**config.mk**
```make
export PLATFORM = sky130hd
export DESIGN_NAME = mcu_interrupt_flag_enable_logic
export DESIGN_NICKNAME = d
export VERILOG_FILES = /design/src/rtl/irq_ctrl_pkg.sv /design/src/rtl/mcu_interrupt_flag_enable_logic.sv
export SDC_FILE = /design/constraint.sdc
export NUM_CORES = 1
export LEC_CHECK = 0
export ABC_AREA = 1
export ABC_CLOCK_PERIOD_IN_PS = 1600
export BUFFER_PORTS_ARGS = -buffer_cell sky130_fd_sc_hd__buf_2
export CAP_MARGIN = 40
export CORE_AREA = 5 5 121 66
export DETAILED_ROUTE_END_ITERATION = 7
export DIE_AREA = 0 0 126 71
export PLACE_DENSITY = 0.87
export SETUP_SLACK_MARGIN = 0.02
export SLEW_MARGIN = 20
export SYNTH_ARGS = -nofsm -noshare
export SYNTH_HDL_FRONTEND = slang
export SYNTH_SLANG_ARGS = --single-unit
```
**constraint.sdc**
```tcl
create_clock -name clk -period 1.6 [get_ports clk]
set_input_delay 0.32 -clock clk [delete_from_list [all_inputs] [get_ports clk]]
set_output_delay 0.32 -clock clk [all_outputs]
set_load 0.01 [all_outputs]
```
**src/rtl/irq_ctrl_pkg.sv**
```systemverilog
package irq_ctrl_pkg;
  typedef logic [7:0] byte_t;
  typedef logic [3:0] reg_addr_t;
  typedef logic [3:0] src_idx_t;

  // Register indices in data memory
  localparam reg_addr_t ADDR_EDGE = 4'h0;
  localparam reg_addr_t ADDR_PRI0 = 4'h1;
  localparam reg_addr_t ADDR_PRI1 = 4'h2;
  localparam reg_addr_t ADDR_PRI2 = 4'h3;
  localparam reg_addr_t ADDR_PRI3 = 4'h4;
  localparam reg_addr_t ADDR_GRP0 = 4'h5;
  localparam reg_addr_t ADDR_GRP1 = 4'h6;
  localparam reg_addr_t ADDR_GRP2 = 4'h7;
  localparam reg_addr_t ADDR_GRP3 = 4'h8;
  localparam int NUM_REGS = 9;

  // Implemented bits of each register
  localparam byte_t MASK_EDGE_4PIN = 8'hFF;
  localparam byte_t MASK_EDGE_2PIN = 8'h0F;
  localparam byte_t MASK_PRI0 = 8'h7F;
  localparam byte_t MASK_PRI1 = 8'hFF;
  localparam byte_t MASK_PRI2 = 8'hFF;
  localparam byte_t MASK_PRI3_4PIN = 8'h33;
  localparam byte_t MASK_PRI3_2PIN = 8'h00;
  localparam byte_t MASK_GRP0 = 8'hFF;
  localparam byte_t MASK_GRP1 = 8'h77;
  localparam byte_t MASK_GRP2 = 8'hFF;
  localparam byte_t MASK_GRP3 = 8'h33;

  // Field positions
  localparam int BIT_GLOBAL_EN = 0;
  localparam int FLAG_LSB = 4;
  localparam int EDGE_FIELD_W = 2;

  localparam byte_t RESET_VAL = 8'h00;
  localparam int NUM_PRI_SRC = 15;
endpackage : irq_ctrl_pkg

```
**src/rtl/mcu_interrupt_flag_enable_logic.sv**
```systemverilog
`timescale 1ns/1ps
// Behaviour
// Enabled request asks core to suspend; ack clears flag and global enable.
// Sources: pins, timers, comparators, time base, LVD, EEPROM, serial, ADC.
// Registers: primary controls, grouped controls, one external edge select.
// Hardware sets a flag on its trigger; software writes enable bits.
// Every source has its own enable bit and its own request flag.
// Pin 1 edge field: 00 off, 01 rising, 10 falling, 11 both.
// Pin 0 edge field sits in bits 1..0 with the same encoding.
// With two pins, edge register bits 7..4 read as zero.
// With four pins, pins 3 and 2 use bits 7..6 and 5..4.
// Request needs flag, enable and global enable; groups fold sub-flags.
module mcu_interrupt_flag_enable_logic
  import irq_ctrl_pkg::*;
#(
  parameter int NUM_PINS = 2
) (
  input wire logic clk, // 10 MHz clock
  input wire logic resetn, // Asynchronous reset, active low
  input wire logic ce, // Clock enable, freezes all state when low
  input wire logic [NUM_PINS-1:0] ext_pin, // External interrupt pins, async
  input wire logic [1:0] cmp_evt, // Comparator event pulses
  input wire logic adc_evt, // Converter done pulse
  input wire logic [1:0] tb_evt, // Time base pulses
  input wire logic [3:0] tmr_period_evt, // Timer period match pulses
  input wire logic [3:0] tmr_match_a_evt, // Timer compare A pulses
  input wire logic tmr_match_b_evt, // Timer 1 compare B pulse
  input wire logic sim_evt, // Serial interface pulse
  input wire logic lvd_evt, // Low voltage pulse
  input wire logic eeprom_evt, // EEPROM write done pulse
  input wire logic pinchange_evt, // Pin change pulse
  input wire irq_ctrl_pkg::reg_addr_t mem_addr, // Register index
  input wire logic mem_wr, // Write strobe
  input wire logic mem_rd, // Read strobe
  input wire irq_ctrl_pkg::byte_t mem_wdata, // Write data
  output irq_ctrl_pkg::byte_t mem_rdata, // Read data, one cycle later
  input wire logic irq_ack, // Core accepts the current request
  output logic irq_req, // Suspend request to core
  output irq_ctrl_pkg::src_idx_t irq_src // Pending primary source index
);
  import irq_ctrl_pkg::*;

  byte_t regs_r [0:NUM_REGS-1];
  byte_t regs_nxt [0:NUM_REGS-1];
  byte_t ev [0:NUM_REGS-1];
  byte_t clr [0:NUM_REGS-1];
  byte_t mask [0:NUM_REGS-1];
  logic [NUM_REGS-1:0] wr_sel;

  logic [NUM_PINS-1:0] sync1_r;
  logic [NUM_PINS-1:0] sync2_r;
  logic [NUM_PINS-1:0] prev_r;
  logic [3:0] pin_evt;
  logic [3:0] grp_evt;
  logic [NUM_PRI_SRC-1:0] pend;
  logic [NUM_PRI_SRC-1:0] clr_oh;
  logic ack_ok;
  logic global_irq_enable;
  logic irq_req_r;
  logic irq_req_nxt;
  src_idx_t irq_src_r;
  src_idx_t irq_src_nxt;
  byte_t rdata_r;
  byte_t rdata_nxt;
  logic addr_ok;

  function automatic src_idx_t first_set(input logic [NUM_PRI_SRC-1:0] v);
    src_idx_t idx;
    idx = 4'h0;
    for (int i = NUM_PRI_SRC - 1; i >= 0; i--) begin
      if (v[i]) begin
        idx = src_idx_t'(i);
      end
    end
    return idx;
  endfunction : first_set

  // Pin synchroniser and edge history
  always_ff @(posedge clk or negedge resetn) begin
    if (!resetn) begin
      sync1_r <= '0;
      sync2_r <= '0;
      prev_r <= '0;
    end else if (ce) begin
      sync1_r <= ext_pin;
      sync2_r <= sync1_r;
      prev_r <= sync2_r;
    end
  end

  // Edge select decode per pin: bit 0 rising, bit 1 falling
  genvar gp;
  generate
    for (gp = 0; gp < 4; gp++) begin : g_pin
      if (gp < NUM_PINS) begin : g_on
        logic [EDGE_FIELD_W-1:0] sel;
        logic rise;
        logic fall;
        assign sel = regs_r[ADDR_EDGE][EDGE_FIELD_W*gp +: EDGE_FIELD_W];
        assign rise = sync2_r[gp] & ~prev_r[gp];
        assign fall = ~sync2_r[gp] & prev_r[gp];
        assign pin_evt[gp] = (sel[0] & rise) | (sel[1] & fall);
      end else begin : g_off
        assign pin_evt[gp] = 1'b0;
      end
    end
  endgenerate

  // Grouped sources fold into their group flag while any is pending
  genvar gg;
  generate
    for (gg = 0; gg < 4; gg++) begin : g_grp
      assign grp_evt[gg] = |(regs_r[ADDR_GRP0 + gg][7:4]
                             & regs_r[ADDR_GRP0 + gg][3:0]);
    end
  endgenerate

  // Hardware events placed on their flag positions
  assign ev[ADDR_EDGE] = RESET_VAL;
  assign ev[ADDR_PRI0] = {1'b0, cmp_evt[0], pin_evt[1], pin_evt[0], 4'h0};
  assign ev[ADDR_PRI1] = {adc_evt, grp_evt[1], grp_evt[0], cmp_evt[1],
                          4'h0};
  assign ev[ADDR_PRI2] = {grp_evt[3], tb_evt[1], tb_evt[0], grp_evt[2],
                          4'h0};
  assign ev[ADDR_PRI3] = {2'b00, pin_evt[3], pin_evt[2], 4'h0};
  assign ev[ADDR_GRP0] = {tmr_match_a_evt[2], tmr_period_evt[2],
                          tmr_match_a_evt[0], tmr_period_evt[0], 4'h0};
  assign ev[ADDR_GRP1] = {1'b0, tmr_match_b_evt, tmr_match_a_evt[1],
                          tmr_period_evt[1], 4'h0};
  assign ev[ADDR_GRP2] = {eeprom_evt, lvd_evt, pinchange_evt, sim_evt,
                          4'h0};
  assign ev[ADDR_GRP3] = {2'b00, tmr_match_a_evt[3], tmr_period_evt[3],
                          4'h0};

  // Implemented bits; the rest store nothing and read as zero
  assign mask[ADDR_EDGE] = (NUM_PINS > 2) ? MASK_EDGE_4PIN
                                          : MASK_EDGE_2PIN;
  assign mask[ADDR_PRI0] = MASK_PRI0;
  assign mask[ADDR_PRI1] = MASK_PRI1;
  assign mask[ADDR_PRI2] = MASK_PRI2;
  assign mask[ADDR_PRI3] = (NUM_PINS > 2) ? MASK_PRI3_4PIN : MASK_PRI3_2PIN;
  assign mask[ADDR_GRP0] = MASK_GRP0;
  assign mask[ADDR_GRP1] = MASK_GRP1;
  assign mask[ADDR_GRP2] = MASK_GRP2;
  assign mask[ADDR_GRP3] = MASK_GRP3;

  // Primary pending vector: flag and its own enable
  assign pend = {regs_r[ADDR_PRI3][7:4] & regs_r[ADDR_PRI3][3:0],
                 regs_r[ADDR_PRI2][7:4] & regs_r[ADDR_PRI2][3:0],
                 regs_r[ADDR_PRI1][7:4] & regs_r[ADDR_PRI1][3:0],
                 regs_r[ADDR_PRI0][6:4] & regs_r[ADDR_PRI0][3:1]};
  assign global_irq_enable = regs_r[ADDR_PRI0][BIT_GLOBAL_EN];

  // Acceptance clears the serviced flag and the global enable
  assign ack_ok = ce & irq_ack & irq_req_r;
  assign clr_oh = ack_ok ? (15'h0001 << irq_src_r) : '0;
  assign clr[ADDR_EDGE] = RESET_VAL;
  assign clr[ADDR_PRI0] = {1'b0, clr_oh[2:0], 3'b000, ack_ok};
  assign clr[ADDR_PRI1] = {clr_oh[6:3], 4'h0};
  assign clr[ADDR_PRI2] = {clr_oh[10:7], 4'h0};
  assign clr[ADDR_PRI3] = {clr_oh[14:11], 4'h0};
  assign clr[ADDR_GRP0] = RESET_VAL;
  assign clr[ADDR_GRP1] = RESET_VAL;
  assign clr[ADDR_GRP2] = RESET_VAL;
  assign clr[ADDR_GRP3] = RESET_VAL;

  // Register update: events win over software or ack clears
  genvar gr;
  generate
    for (gr = 0; gr < NUM_REGS; gr++) begin : g_reg
      assign wr_sel[gr] = mem_wr & (mem_addr == reg_addr_t'(gr));
      assign regs_nxt[gr] = (((wr_sel[gr] ? mem_wdata : regs_r[gr])
                             & ~clr[gr]) | ev[gr]) & mask[gr];
      always_ff @(posedge clk or negedge resetn) begin
        if (!resetn) begin
          regs_r[gr] <= RESET_VAL;
        end else if (ce) begin
          regs_r[gr] <= regs_nxt[gr];
        end
      end
    end
  endgenerate

  // Core request and read-back
  assign irq_req_nxt = global_irq_enable & (|pend) & ~ack_ok;
  assign irq_src_nxt = first_set(pend);
  assign addr_ok = mem_addr < reg_addr_t'(NUM_REGS);
  assign rdata_nxt = (mem_rd && addr_ok) ? regs_r[mem_addr] : RESET_VAL;

  always_ff @(posedge clk or negedge resetn) begin
    if (!resetn) begin
      irq_req_r <= 1'b0;
      irq_src_r <= 4'h0;
      rdata_r <= RESET_VAL;
    end else if (ce) begin
      irq_req_r <= irq_req_nxt;
      irq_src_r <= irq_src_nxt;
      rdata_r <= rdata_nxt;
    end
  end

  assign irq_req = irq_req_r;
  assign irq_src = irq_src_r;
  assign mem_rdata = rdata_r;

  a_accept_clears_global: assert property (
    @(posedge clk) disable iff (!resetn)
    ack_ok && !wr_sel[ADDR_PRI0] |=> !regs_r[ADDR_PRI0][BIT_GLOBAL_EN] &&
      !irq_req_r)
    else $error("accepted request did not clear global enable");

  a_adc_flag_set: assert property (
    @(posedge clk) disable iff (!resetn)
    ce && adc_evt |=> regs_r[ADDR_PRI1][7])
    else $error("converter event did not set its flag");

  a_cmp_flag_set: assert property (
    @(posedge clk) disable iff (!resetn)
    ce && cmp_evt[0] |=> regs_r[ADDR_PRI0][6])
    else $error("comparator event lost");

  a_enable_blocks: assert property (
    @(posedge clk) disable iff (!resetn)
    ce && pend == '0 |=> !irq_req_r)
    else $error("request raised with nothing enabled and pending");

  a_edge_pin1_fall: assert property (
    @(posedge clk) disable iff (!resetn)
    ce && regs_r[ADDR_EDGE][3:2] == 2'b10 && !sync2_r[1] && prev_r[1]
    |=> regs_r[ADDR_PRI0][5])
    else $error("pin 1 falling edge not flagged");

  a_edge_pin0_off: assert property (
    @(posedge clk) disable iff (!resetn)
    regs_r[ADDR_EDGE][1:0] == 2'b00 |-> !pin_evt[0])
    else $error("pin 0 triggered while disabled");

  a_edge_pin0_rise: assert property (
    @(posedge clk) disable iff (!resetn)
    ce && regs_r[ADDR_EDGE][1:0] == 2'b01 && sync2_r[0] && !prev_r[0]
    |=> regs_r[ADDR_PRI0][4])
    else $error("pin 0 rising edge not flagged");

  a_upper_zero: assert property (
    @(posedge clk) disable iff (!resetn)
    NUM_PINS == 2 |-> regs_r[ADDR_EDGE][7:4] == 4'h0 &&
      regs_r[ADDR_PRI3] == 8'h00)
    else $error("unimplemented edge bits not zero");

  a_group_fold: assert property (
    @(posedge clk) disable iff (!resetn)
    ce && grp_evt[0] |=> regs_r[ADDR_PRI1][5])
    else $error("group flag not set from sub-source");

  a_req_needs_global: assert property (
    @(posedge clk) disable iff (!resetn)
    ce && !global_irq_enable |=> !irq_req_r)
    else $error("request raised with global enable clear");

  a_ce_freezes: assert property (
    @(posedge clk) disable iff (!resetn)
    !ce |=> $stable(regs_r[ADDR_PRI1]) && $stable(irq_req_r))
    else $error("state changed while clock enable was low");

  a_edge_pin1_rise: assert property (
    @(posedge clk) disable iff (!resetn)
    ce && regs_r[ADDR_EDGE][3:2] == 2'b01 && sync2_r[1] && !prev_r[1]
    |=> regs_r[ADDR_PRI0][5])
    else $error("pin 1 rising edge not flagged");

  a_edge_pin1_both: assert property (
    @(posedge clk) disable iff (!resetn)
    ce && regs_r[ADDR_EDGE][3:2] == 2'b11 && (sync2_r[1] != prev_r[1])
    |=> regs_r[ADDR_PRI0][5])
    else $error("pin 1 edge missed with both edges selected");

  a_edge_pin0_fall: assert property (
    @(posedge clk) disable iff (!resetn)
    ce && regs_r[ADDR_EDGE][1:0] == 2'b10 && !sync2_r[0] && prev_r[0]
    |=> regs_r[ADDR_PRI0][4])
    else $error("pin 0 falling edge not flagged");

  a_ack_clears_flag: assert property (
    @(posedge clk) disable iff (!resetn)
    ack_ok && irq_src_r == 4'h2 && !cmp_evt[0] |=> !regs_r[ADDR_PRI0][6])
    else $error("accepted comparator request left its flag set");

  a_src_lowest: assert property (
    @(posedge clk) disable iff (!resetn)
    ce && pend[0] |=> irq_src_r == 4'h0)
    else $error("lowest pending source not reported");

  a_req_raise: assert property (
    @(posedge clk) disable iff (!resetn)
    ce && global_irq_enable && (|pend) && !ack_ok |=> irq_req_r)
    else $error("enabled pending request not raised");

  a_refused_read: assert property (
    @(posedge clk) disable iff (!resetn)
    ce && mem_rd && !addr_ok |=> rdata_r == RESET_VAL)
    else $error("read of an unused index returned data");

  a_pin3_flag: assert property (
    @(posedge clk) disable iff (!resetn)
    ce && pin_evt[3] |=> regs_r[ADDR_PRI3][5])
    else $error("pin 3 edge not flagged");
endmodule : mcu_interrupt_flag_enable_logic

```
==> After elaboration in Yosys (flattened, before gate mapping) <==
Cells that the tools add are included.
{ "classes": {"n_addsub": 0, "n_mul": 0, "n_div": 0, "order_cmp": 2, "eq_ne": 7, "shift": 1, "mux": 23, "bitwise": 48, "reduce_logical": 8} }
{ "ops": {"columns": ["operator", "count"], "rows": [
  ["$mux 8", 7],
  ["$mux 4", 11],
  ["$bmux 8 s4", 1],
  ["$or 8x8->8", 4],
  ["$and 1x1->1", 20],
  ["$and 4x4->4", 4],
  ["$and 8x8->8", 2],
  ["$not 8->8", 2],
  ["$reduce_or 4->1", 4],
  ["$mux 7", 2],
  ["$or 7x7->7", 2],
  ["$eq 4x3->1 const B", 3],
  ["$mux 11", 1],
  ["$reduce_or 11->1", 1],
  ["$shl 1x4->11 const A", 1],
  ["$eq 4x2->1 const B", 2],
  ["$and 7x7->7", 1],
  ["$not 7->7", 1],
  ["$and 3x3->3", 2],
  ["$mux 6", 1],
  ["$or 6x6->6", 1],
  ["$ge 5x5->1 const B", 1],
  ["$not 1->1", 5],
  ["$not 4->5", 1],
  ["other kinds (8)", 9]
]} }
{ "word_totals": {"register_bits": 72, "latchBits": 0, "mem_bits_rw": 0, "mem_bits_ro": 0, "in_bits": 38, "memories": 0} }

==> Logic depth before layout (Yosys ltp) <==
Gate-level depths: netlist of the first run.
{ "logic_depth": {"ltp_word": 12, "mapped_depth": 12} }

==> Least setup slack after synthesis of the first run <==
OpenSTA, ideal clock, no wires.
{ "synth_timing": {"path_type": "input -> register", "from": "in ce", "to": "reg regs_r[55] in the netlist's numbering", "setup_time_ns": 0.138, "arrival_time_ns": 1.143, "t_required_ns": 1.462, "slack_ns": 0.319, "path_stages": 6, "path_buffers": 1, "path_cell_list": "buf_2 -> nand3_1 -> nor2_1 -> nand2_1 -> o21ai_0 -> a22oi_1"} }
{ "synth_via": {"elab_chain_cells": 6} }
{ "synth_rtl": {"columns": ["item", "line", "text"], "rows": [
  ["start: declaration", "mcu_interrupt_flag_enable_logic.sv:20", "input wire logic ce,"],
  ["$and 1x1->1 (2 in series)", "mcu_interrupt_flag_enable_logic.sv:155", "assign ack_ok = ce & irq_ack & irq_req_r;"],
  ["$mux 11", "mcu_interrupt_flag_enable_logic.sv:156", "assign clr_oh = ack_ok ? (15'h0001 << irq_src_r) : '0;"],
  ["$not 8->8", "mcu_interrupt_flag_enable_logic.sv:173", "& ~clr[gr]) | ev[gr]) & mask[gr];"],
  ["$and 8x8->8", "mcu_interrupt_flag_enable_logic.sv:173", null],
  ["$or 8x8->8", "mcu_interrupt_flag_enable_logic.sv:173", null],
  ["end signal: indexed assignment", "mcu_interrupt_flag_enable_logic.sv:178", "regs_r[gr] <= regs_nxt[gr];"],
  ["end: declaration", "mcu_interrupt_flag_enable_logic.sv:43", "byte_t regs_r [0:NUM_REGS-1];"]
]} }
Parallel ways exist; a longest one is shown, timed or not.
A chain may end at the register's enable or synchronous reset.

==> Worst setup path in the final report of the first run <==
{ "layout_timing": {"from": "reg irq_req_r (netlist: irq_req)", "to": "reg regs_r[44] in the netlist's numbering"} }
{ "layout_via": {"elab_chain_cells": 5} }
{ "layout_rtl": {"columns": ["item", "line", "text"], "rows": [
  ["start: declaration", "mcu_interrupt_flag_enable_logic.sv:59", "logic irq_req_r;"],
  ["start signal: assignment", "mcu_interrupt_flag_enable_logic.sv:196", "irq_req_r <= irq_req_nxt;"],
  ["$and 1x1->1", "mcu_interrupt_flag_enable_logic.sv:155", null],
  ["$mux 11", "mcu_interrupt_flag_enable_logic.sv:156", null],
  ["$not 8->8", "mcu_interrupt_flag_enable_logic.sv:173", null],
  ["$and 8x8->8", "mcu_interrupt_flag_enable_logic.sv:173", null],
  ["$or 8x8->8", "mcu_interrupt_flag_enable_logic.sv:173", null]
]} }
No other way between the ends.

==> impl_results.md, run 1 <==
* Vias in the first global route at 3423
* Final period utilization at 86.4%
* Post-DP HPWL at 8.26 mm
* Largest net degree at the start of global routing at 73
* Clk sink count at 72
* Initial DRC Count at 602
* Syn avg cell area at 8.14 um2
* Crit. Startpoint: irq_req
* RD Place Congestion at 1.06
* Syn Inst Count at 458
* Total gr overflow at 0
* # placed instances at 601
* Tmin final at 1380 ps
* Min-Delay Path Class: input port to async pin
* Status: complete, no violations
* Crit end category: register
* CP Data Arrival Time at 1600 ps
* Most used DFF post-synth: dfrtp_1
* Final ANT Viol Nets at 0
* EDFF count, synth at 0
* Worst-path maximum fanout at 4
* Cell taking the most area after synthesis: dfrtp_1
* Synth Register Bits at 72
* Hold buffers post-CTS at 0
* Leakage at 2.17 nW
* Mapped cell area at 3730 um2
* Io pins at 51
* Vias per cell at 5.81
* Final Hold Fails at 0
* CTS Buf Count at 9
* Detailed Routing Iterations Pass 1 at 6
* Die Y at 71 um
* Max_slew headroom at 70.4%
* Asr flop ratio synth at 100%
* Kind of critical path: register to register
* R2R cell count at 5
* CTS tree: yes
* Clock root cell: clkbuf_16
* RSZ-0062 raised after global routing: no
* Syn Nets at 496
* Clk_skew at 3.82 ps
* Core ar. at 6940 um2
* Worst-Skew Late Latency at 340 ps
* Dominant cells by area after synthesis: dfrtp_1 (48%), nand2_1 (16%), a22oi_1 (5.6%)
* Clk slew on worst S/H paths at 60 ps
* First-pass GRT wire length at 18.0 mm
* Initial antenna violation count at 0
* Layout cells sized above 1 at 19.6%
* Maximum buffer depth of the clock tree at 2
* Achievable frequency at 724 MHz
* FP Rows at 22
* Tot Pwr at 0.00565 W
* DR WL/cell at 18.2 um
* Final nets at 554
* Die area at 8950 um2
* R2R Setup Slk at 220 ps
* Synthesis-to-finish area growth at 19.0%
* All-Layer GR Usage at 26.1%
* # Post-CTS Setup Buffers at 0
* Startpoint type of the worst setup path: register
* Final max-slew violation count at 0
* Vias post-DR at 3587
* Post-CTS resize count at 0
* Seq/Total Area, Yosys at 48.4%
* Max cap viols at 0
* VDD IR max at 0.662 mV
* Yosys cell types at 33
* Initial core utilization at 53.7%
* I/O Buffers at 50
* Ant diodes at 0
* Fin cells at 617
* Reg2reg end: regs_r[44]
* Die W at 126 um
* H-tree Lvls at 3
* Reg2reg start: irq_req
* P per Cell Area at 1270 nW/um2
* Required @ worst endpoint at 1820 ps
* WL final at 11.3 mm
* Synth Warn # at 0
* DRC Markers at 0
* Final setup vio count at 0
* Top-area cell type share of the netlist area at 48.4%
* CP Capture Point: regs_r[44]
* Measured slew at the worst slew-check pin at 441 ps
[synth_stat cells (5+ instances only)]
cell type,number
nand3_1,17
o211ai_1,8
o21ai_1,12
nand2_1,161
nor2_4,7
nand2_2,7
a22oi_1,28
dfrtp_1,72
nor2_1,21
a21oi_1,13
inv_1,26
buf_6,5
o21ai_0,41
[metal layers]
| layer | up-vias | global-route usage [%] | share of wire [%] |
|---|---|---|---|
| li1 | 1662 | - | - |
| met1 | 1688 | 39.3 | 46 |
| met2 | 220 | 34.1 | 39 |
| met3 | 17 | 10.8 | 14 |
| met4 | 0 | 6.78 | 1.4 |
| met5 | - | 0 | 0 |
[stage by stage]
stage	instance area (um2)	hold WS [ps]	setup TNS [ps]	util, %	setup slack, ps
after global routing	4440	46.7	0	63.9	64.5
after CTS	4440	19.4	0	63.9	274
after detailed placement	4080	376	-8.90	58.8	-8.90
final	4440	7.45	0	63.9	218
after global placement	4080	374	-15.4	58.8	-15.4
after floorplan	3730	24.4	0	-	319
[state kept, by name (all words and copies together), names as in the netlist]
signal and flops:
sync1_r 2, mem_rdata 8, irq_req 1, irq_src 4, g_pin.g_on.sel 4, sync2_r 2, prev_r 2, regs_r 48
global_irq_enable 1
[power breakdown]
group | total, W | switching (W) | internal, W
clock | 0.00236 | 0.000791 | 0.00157
sequential | 0.00233 | 0.000273 | 0.00206
combinational | 0.000957 | 0.000595 | 0.000363
[cells by family (layout without fill, tap and decap cells)]
kind of cell / Yosys count / in the layout / share of synthesized area (%)
and+or+nand+nor: 222 / 222 / 25.7
buffers and inverters: 44 / 107 / 5.91
AOI/OAI and AO/OA: 120 / 120 / 20.1
DFF: 72 / 72 / 48.4
[cells in the final DEF (no fill, tap or decap), drive strengths merged, types with 3 or more instances in the layout]
master,count
bufinv,3
buf,59
inv,33
a21oi,13
dfrtp,72
o21ai,54
o22ai,3
nand2,170
nand3,17
clkbuf,10
a22oi,28
o211ai,10
o221ai,3
nor2,30
[critical path: stages, from the launching register on]
cell	delay (ps)
dfrtp_1	410
nand3_1	170
nor3_1	290
nand3_1	180
o211ai_1	130
a21oi_1	90
[worst min-delay path by stage]
stage / startpoint / to / slack (ps) / cells after the start
after floorplan: resetn / g_pin[0].g_on.sel[0] / 20 / 0
after global routing: resetn / regs_r[44] / 50 / 2
after global placement: resetn / regs_r[45] / 370 / 2
after CTS: resetn / regs_r[54] / 20 / 2
after detailed placement: resetn / regs_r[54] / 380 / 2
final: resetn / regs_r[20] / 7 / 2
[area by class of cell]
cell class,count,area [um2]
clock buffers,10,239
inverters,32,125
fillers,593,2500
flip-flops and latches,72,1800
well taps,96,120
clock inverters,6,115
multi-input cells,342,1700
repair buffers,59,330
Power figures use the tool's default switching activity.
==> inputs of run 2 (changes only) <==
--- a/config.mk
+++ b/config.mk
@@ -12,9 +12,9 @@
 export CORE_AREA = 5 5 121 66
 export DETAILED_ROUTE_END_ITERATION = 7
 export DIE_AREA = 0 0 126 71
-export PLACE_DENSITY = 0.87
+export PLACE_DENSITY = 0.77
 export SETUP_SLACK_MARGIN = 0.02
-export SLEW_MARGIN = 20
+export SLEW_MARGIN = 15
 export SYNTH_ARGS = -nofsm -noshare
 export SYNTH_HDL_FRONTEND = slang
 export SYNTH_SLANG_ARGS = --single-unit
==> run 2 against run 1 <==
Net effect:
- first-iteration DRC count increased by 2.5%
- design area up 0.11%
- worst hold slack better by 180 ps
- global-route usage rose by 1.1 points
- die area unchanged
- final cell count is 0.65% higher
- clock skew up 0.95 ps
- sequential power barely moved
- highest routed layer unchanged
- clock power shrank 9.3%
- utilization is 0.072 points higher
- total power shrank 3.7%
==> impl_results.md, run 2 (synthesis gave the netlist of run 1 again) <==
* Required @ worst endpoint at 1820 ps (about the same)
* RD Place Congestion at 0.985 (was 1.06)
* Area of the multi-input gates at 1700 um2 (unchanged)
* Clk_skew at 4.77 ps (was 3.82 ps)
* Post-CTS resize count at 0 (unchanged)
* Initial antenna violation count at 0 (unchanged)
* All-Layer GR Usage at 27.2% (was 26.1%)
* Final period utilization at 84.0% (was 86.4%)
* DRC Markers at 0 (unchanged)
* Vias per cell at 5.91 (was 5.81)
* Slowest-stage cell, CP: dfrtp_1 (unchanged)
* Min-Delay Path Class: input port to register (was input port to async pin)
* Final nets at 558 (was 554)
* Status: complete, no violations (unchanged)
* Worst-Skew Late Latency at 340 ps (about the same)
* CTS tree: yes (unchanged)
* Achievable frequency at 744 MHz (was 724 MHz)
* Fin Setup TNS at 0 ps (unchanged)
* Final ANT Viol Nets at 0 (unchanged)
* VDD IR max at 0.663 mV (was 0.662 mV)
* Vias post-DR at 3669 (was 3587)
* Tmin final at 1340 ps (was 1380 ps)
* Max cap viols at 0 (unchanged)
* Reg2reg start: irq_req (unchanged)
* Critical path cell sequence: nand3_1 > nor2_1 > nand2_1 > o21ai_0 > a22oi_1 (was nand3_1 > nor3_1 > nand3_1 > o211ai_1 > a21oi_1)
* Pre-CTS setup slack at 1.17 ps (was -8.90 ps)
* Hold Path Cell Cnt at 3
* Reg2reg end: regs_r[55] (was regs_r[44])
* Layout cells sized above 1 at 19.6% (about the same)
* Grt met1 use at 41.5% (was 39.3%)
* Final Hold Fails at 0 (unchanged)
* Io pins at 51 (unchanged)
* Largest register FFs at 48 (unchanged)
* Final max-slew violation count at 0 (unchanged)
* WL final at 11.6 mm (was 11.3 mm)
* R2R Setup Slk at 260 ps (was 220 ps)
* First-pass GRT wire length at 18.5 mm (was 18.0 mm)
* Most frequent cells in the layout: nand2_1 (161), dfrtp_1 (72), buf_2 (50) (unchanged)
* Detailed Routing Iterations Pass 1 at 5 (was 6)
* I/O Buffers at 50 (unchanged)
* FP Rows at 22 (unchanged)
* Initial core utilization at 53.7% (unchanged)
* Die Y at 71 um (unchanged)
* Critical path's largest stage delay at 400 ps (was 410 ps)
* Crit end category: register (unchanged)
* DR WL/cell at 18.6 um (was 18.2 um)
* # placed instances at 604 (was 601)
* Ant diodes at 0 (unchanged)
* Post-DP HPWL at 8.72 mm (was 8.26 mm)
* Clk sink count at 72 (unchanged)
* Total gr overflow at 0 (unchanged)
* Fin cells at 621 (was 617)
* Largest net degree at the start of global routing at 49 (was 73)
* M2 GR Usage at 34.5% (was 34.1%)
* Startpoint type of the worst setup path: register (unchanged)
* RSZ-0062 raised after global routing: no (unchanged)
* Met3 GRT Util at 12.5% (was 10.8%)
* Vias in the first global route at 3376 (was 3423)
* Leakage at 2.18 nW (was 2.17 nW)
* Worst-path maximum fanout at 5 (was 4)
* GRT Max-Usage Layer: met1 (unchanged)
* Clk slew on worst S/H paths at 60 ps (about the same)
* Max_slew headroom at 72.3% (was 70.4%)
* R2R cell count at 5 (unchanged)
* Maximum buffer depth of the clock tree at 2 (unchanged)
* Commonest non-fill, non-tap cell in the layout: nand2_1 (unchanged)
* Final setup vio count at 0 (unchanged)
* Final worst setup slack at 257 ps (was 218 ps)
* Final design utilization at 64.0% (was 63.9%)
* Synthesis-to-finish area growth at 19.2% (was 19.0%)
* WHS Endpoint: sync1_r[1]
* FF+latch area at 1800 um2 (unchanged)
* HP Start: ext_pin[1]
* CP Data Arrival Time at 1560 ps (was 1600 ps)
* Kind of critical path: register to register (unchanged)
* Core ar. at 6940 um2 (unchanged)
* P per Cell Area at 1230 nW/um2 (was 1270 nW/um2)
* Fill count at 603 (was 593)
* Initial DRC Count at 617 (was 602)
* Die area at 8950 um2 (unchanged)
* CTS Buf Count at 9 (unchanged)
* H-tree Lvls at 3 (unchanged)
* Measured slew at the worst slew-check pin at 415 ps (was 441 ps)
* Clock root cell: clkbuf_16 (unchanged)
* Die W at 126 um (unchanged)
* Biggest register: regs_r (unchanged)
* Fin Hold WS at 183 ps (was 7.45 ps)
-- run 2: worst max path at each step --
| stage | start | end | slack [ps] | cells past startpoint |
|---|---|---|---|---|
| after floorplan | ce | regs_r[55] | 320 | 6 |
| after global placement | mem_addr[2] | regs_r[28] | 90 | 8 |
| after detailed placement | mem_addr[2] | regs_r[13] | 1 | 8 |
| after CTS | irq_req | regs_r[55] | 290 | 5 |
| after global routing | irq_req | regs_r[54] | 120 | 5 |
| final | irq_req | regs_r[55] | 260 | 5 |
-- run 2: final cells by class --
type / instances / area share, %
multi-input combinational: 342 / 38.4
tap: 96 / 2.70
timing repair buffer: 63 / 8.45
clock inverter: 5 / 1.83
clock buffer: 11 / 5.24
sequential: 72 / 40.6
inverter: 32 / 2.82
-- run 2: per-layer routing --
layer | part of all wire, % | wire (um)
met3 | 16 | 1800
met2 | 38 | 4360
met1 | 46 | 5280
met4 | 1.2 | 134
met5 | 0 | 0
-- run 2: metrics by stage --
| stage | total power [W] | instance area, um2 |
|---|---|---|
| after CTS | 0.00543 | 4440 |
| after detailed placement | 0.00330 | 4120 |
| after global routing | 0.00570 | 4440 |
| final | 0.00544 | 4440 |
| after global placement | 0.00326 | 4120 |
| after floorplan | 0.00286 | 3730 |
-- run 2: critical path: cells and delay by family, from the launching register on --
kind / cells / cell delay (ps)
flops: 1 / 400
compound gates: 2 / 290
simple gates: 3 / 530
-- run 2: repair_timing --
action | 4_1_cts | 5_1_grt
endpoints found under the hold margin | 48 | 0
buffers inserted | 0 | 0
setup endpoints to repair | 0 | 0
hold buffers | 1 | 0
-- run 2: power breakdown --
| group | internal, W | total [W] | leakage, nW | switching, W |
|---|---|---|---|---|
| Clock | 0.00137 | 0.00214 | 0.150 | 0.000779 |
| Combinational | 0.000368 | 0.000968 | 1.18 | 0.000600 |
| Sequential | 0.00206 | 0.00233 | 0.850 | 0.000271 |
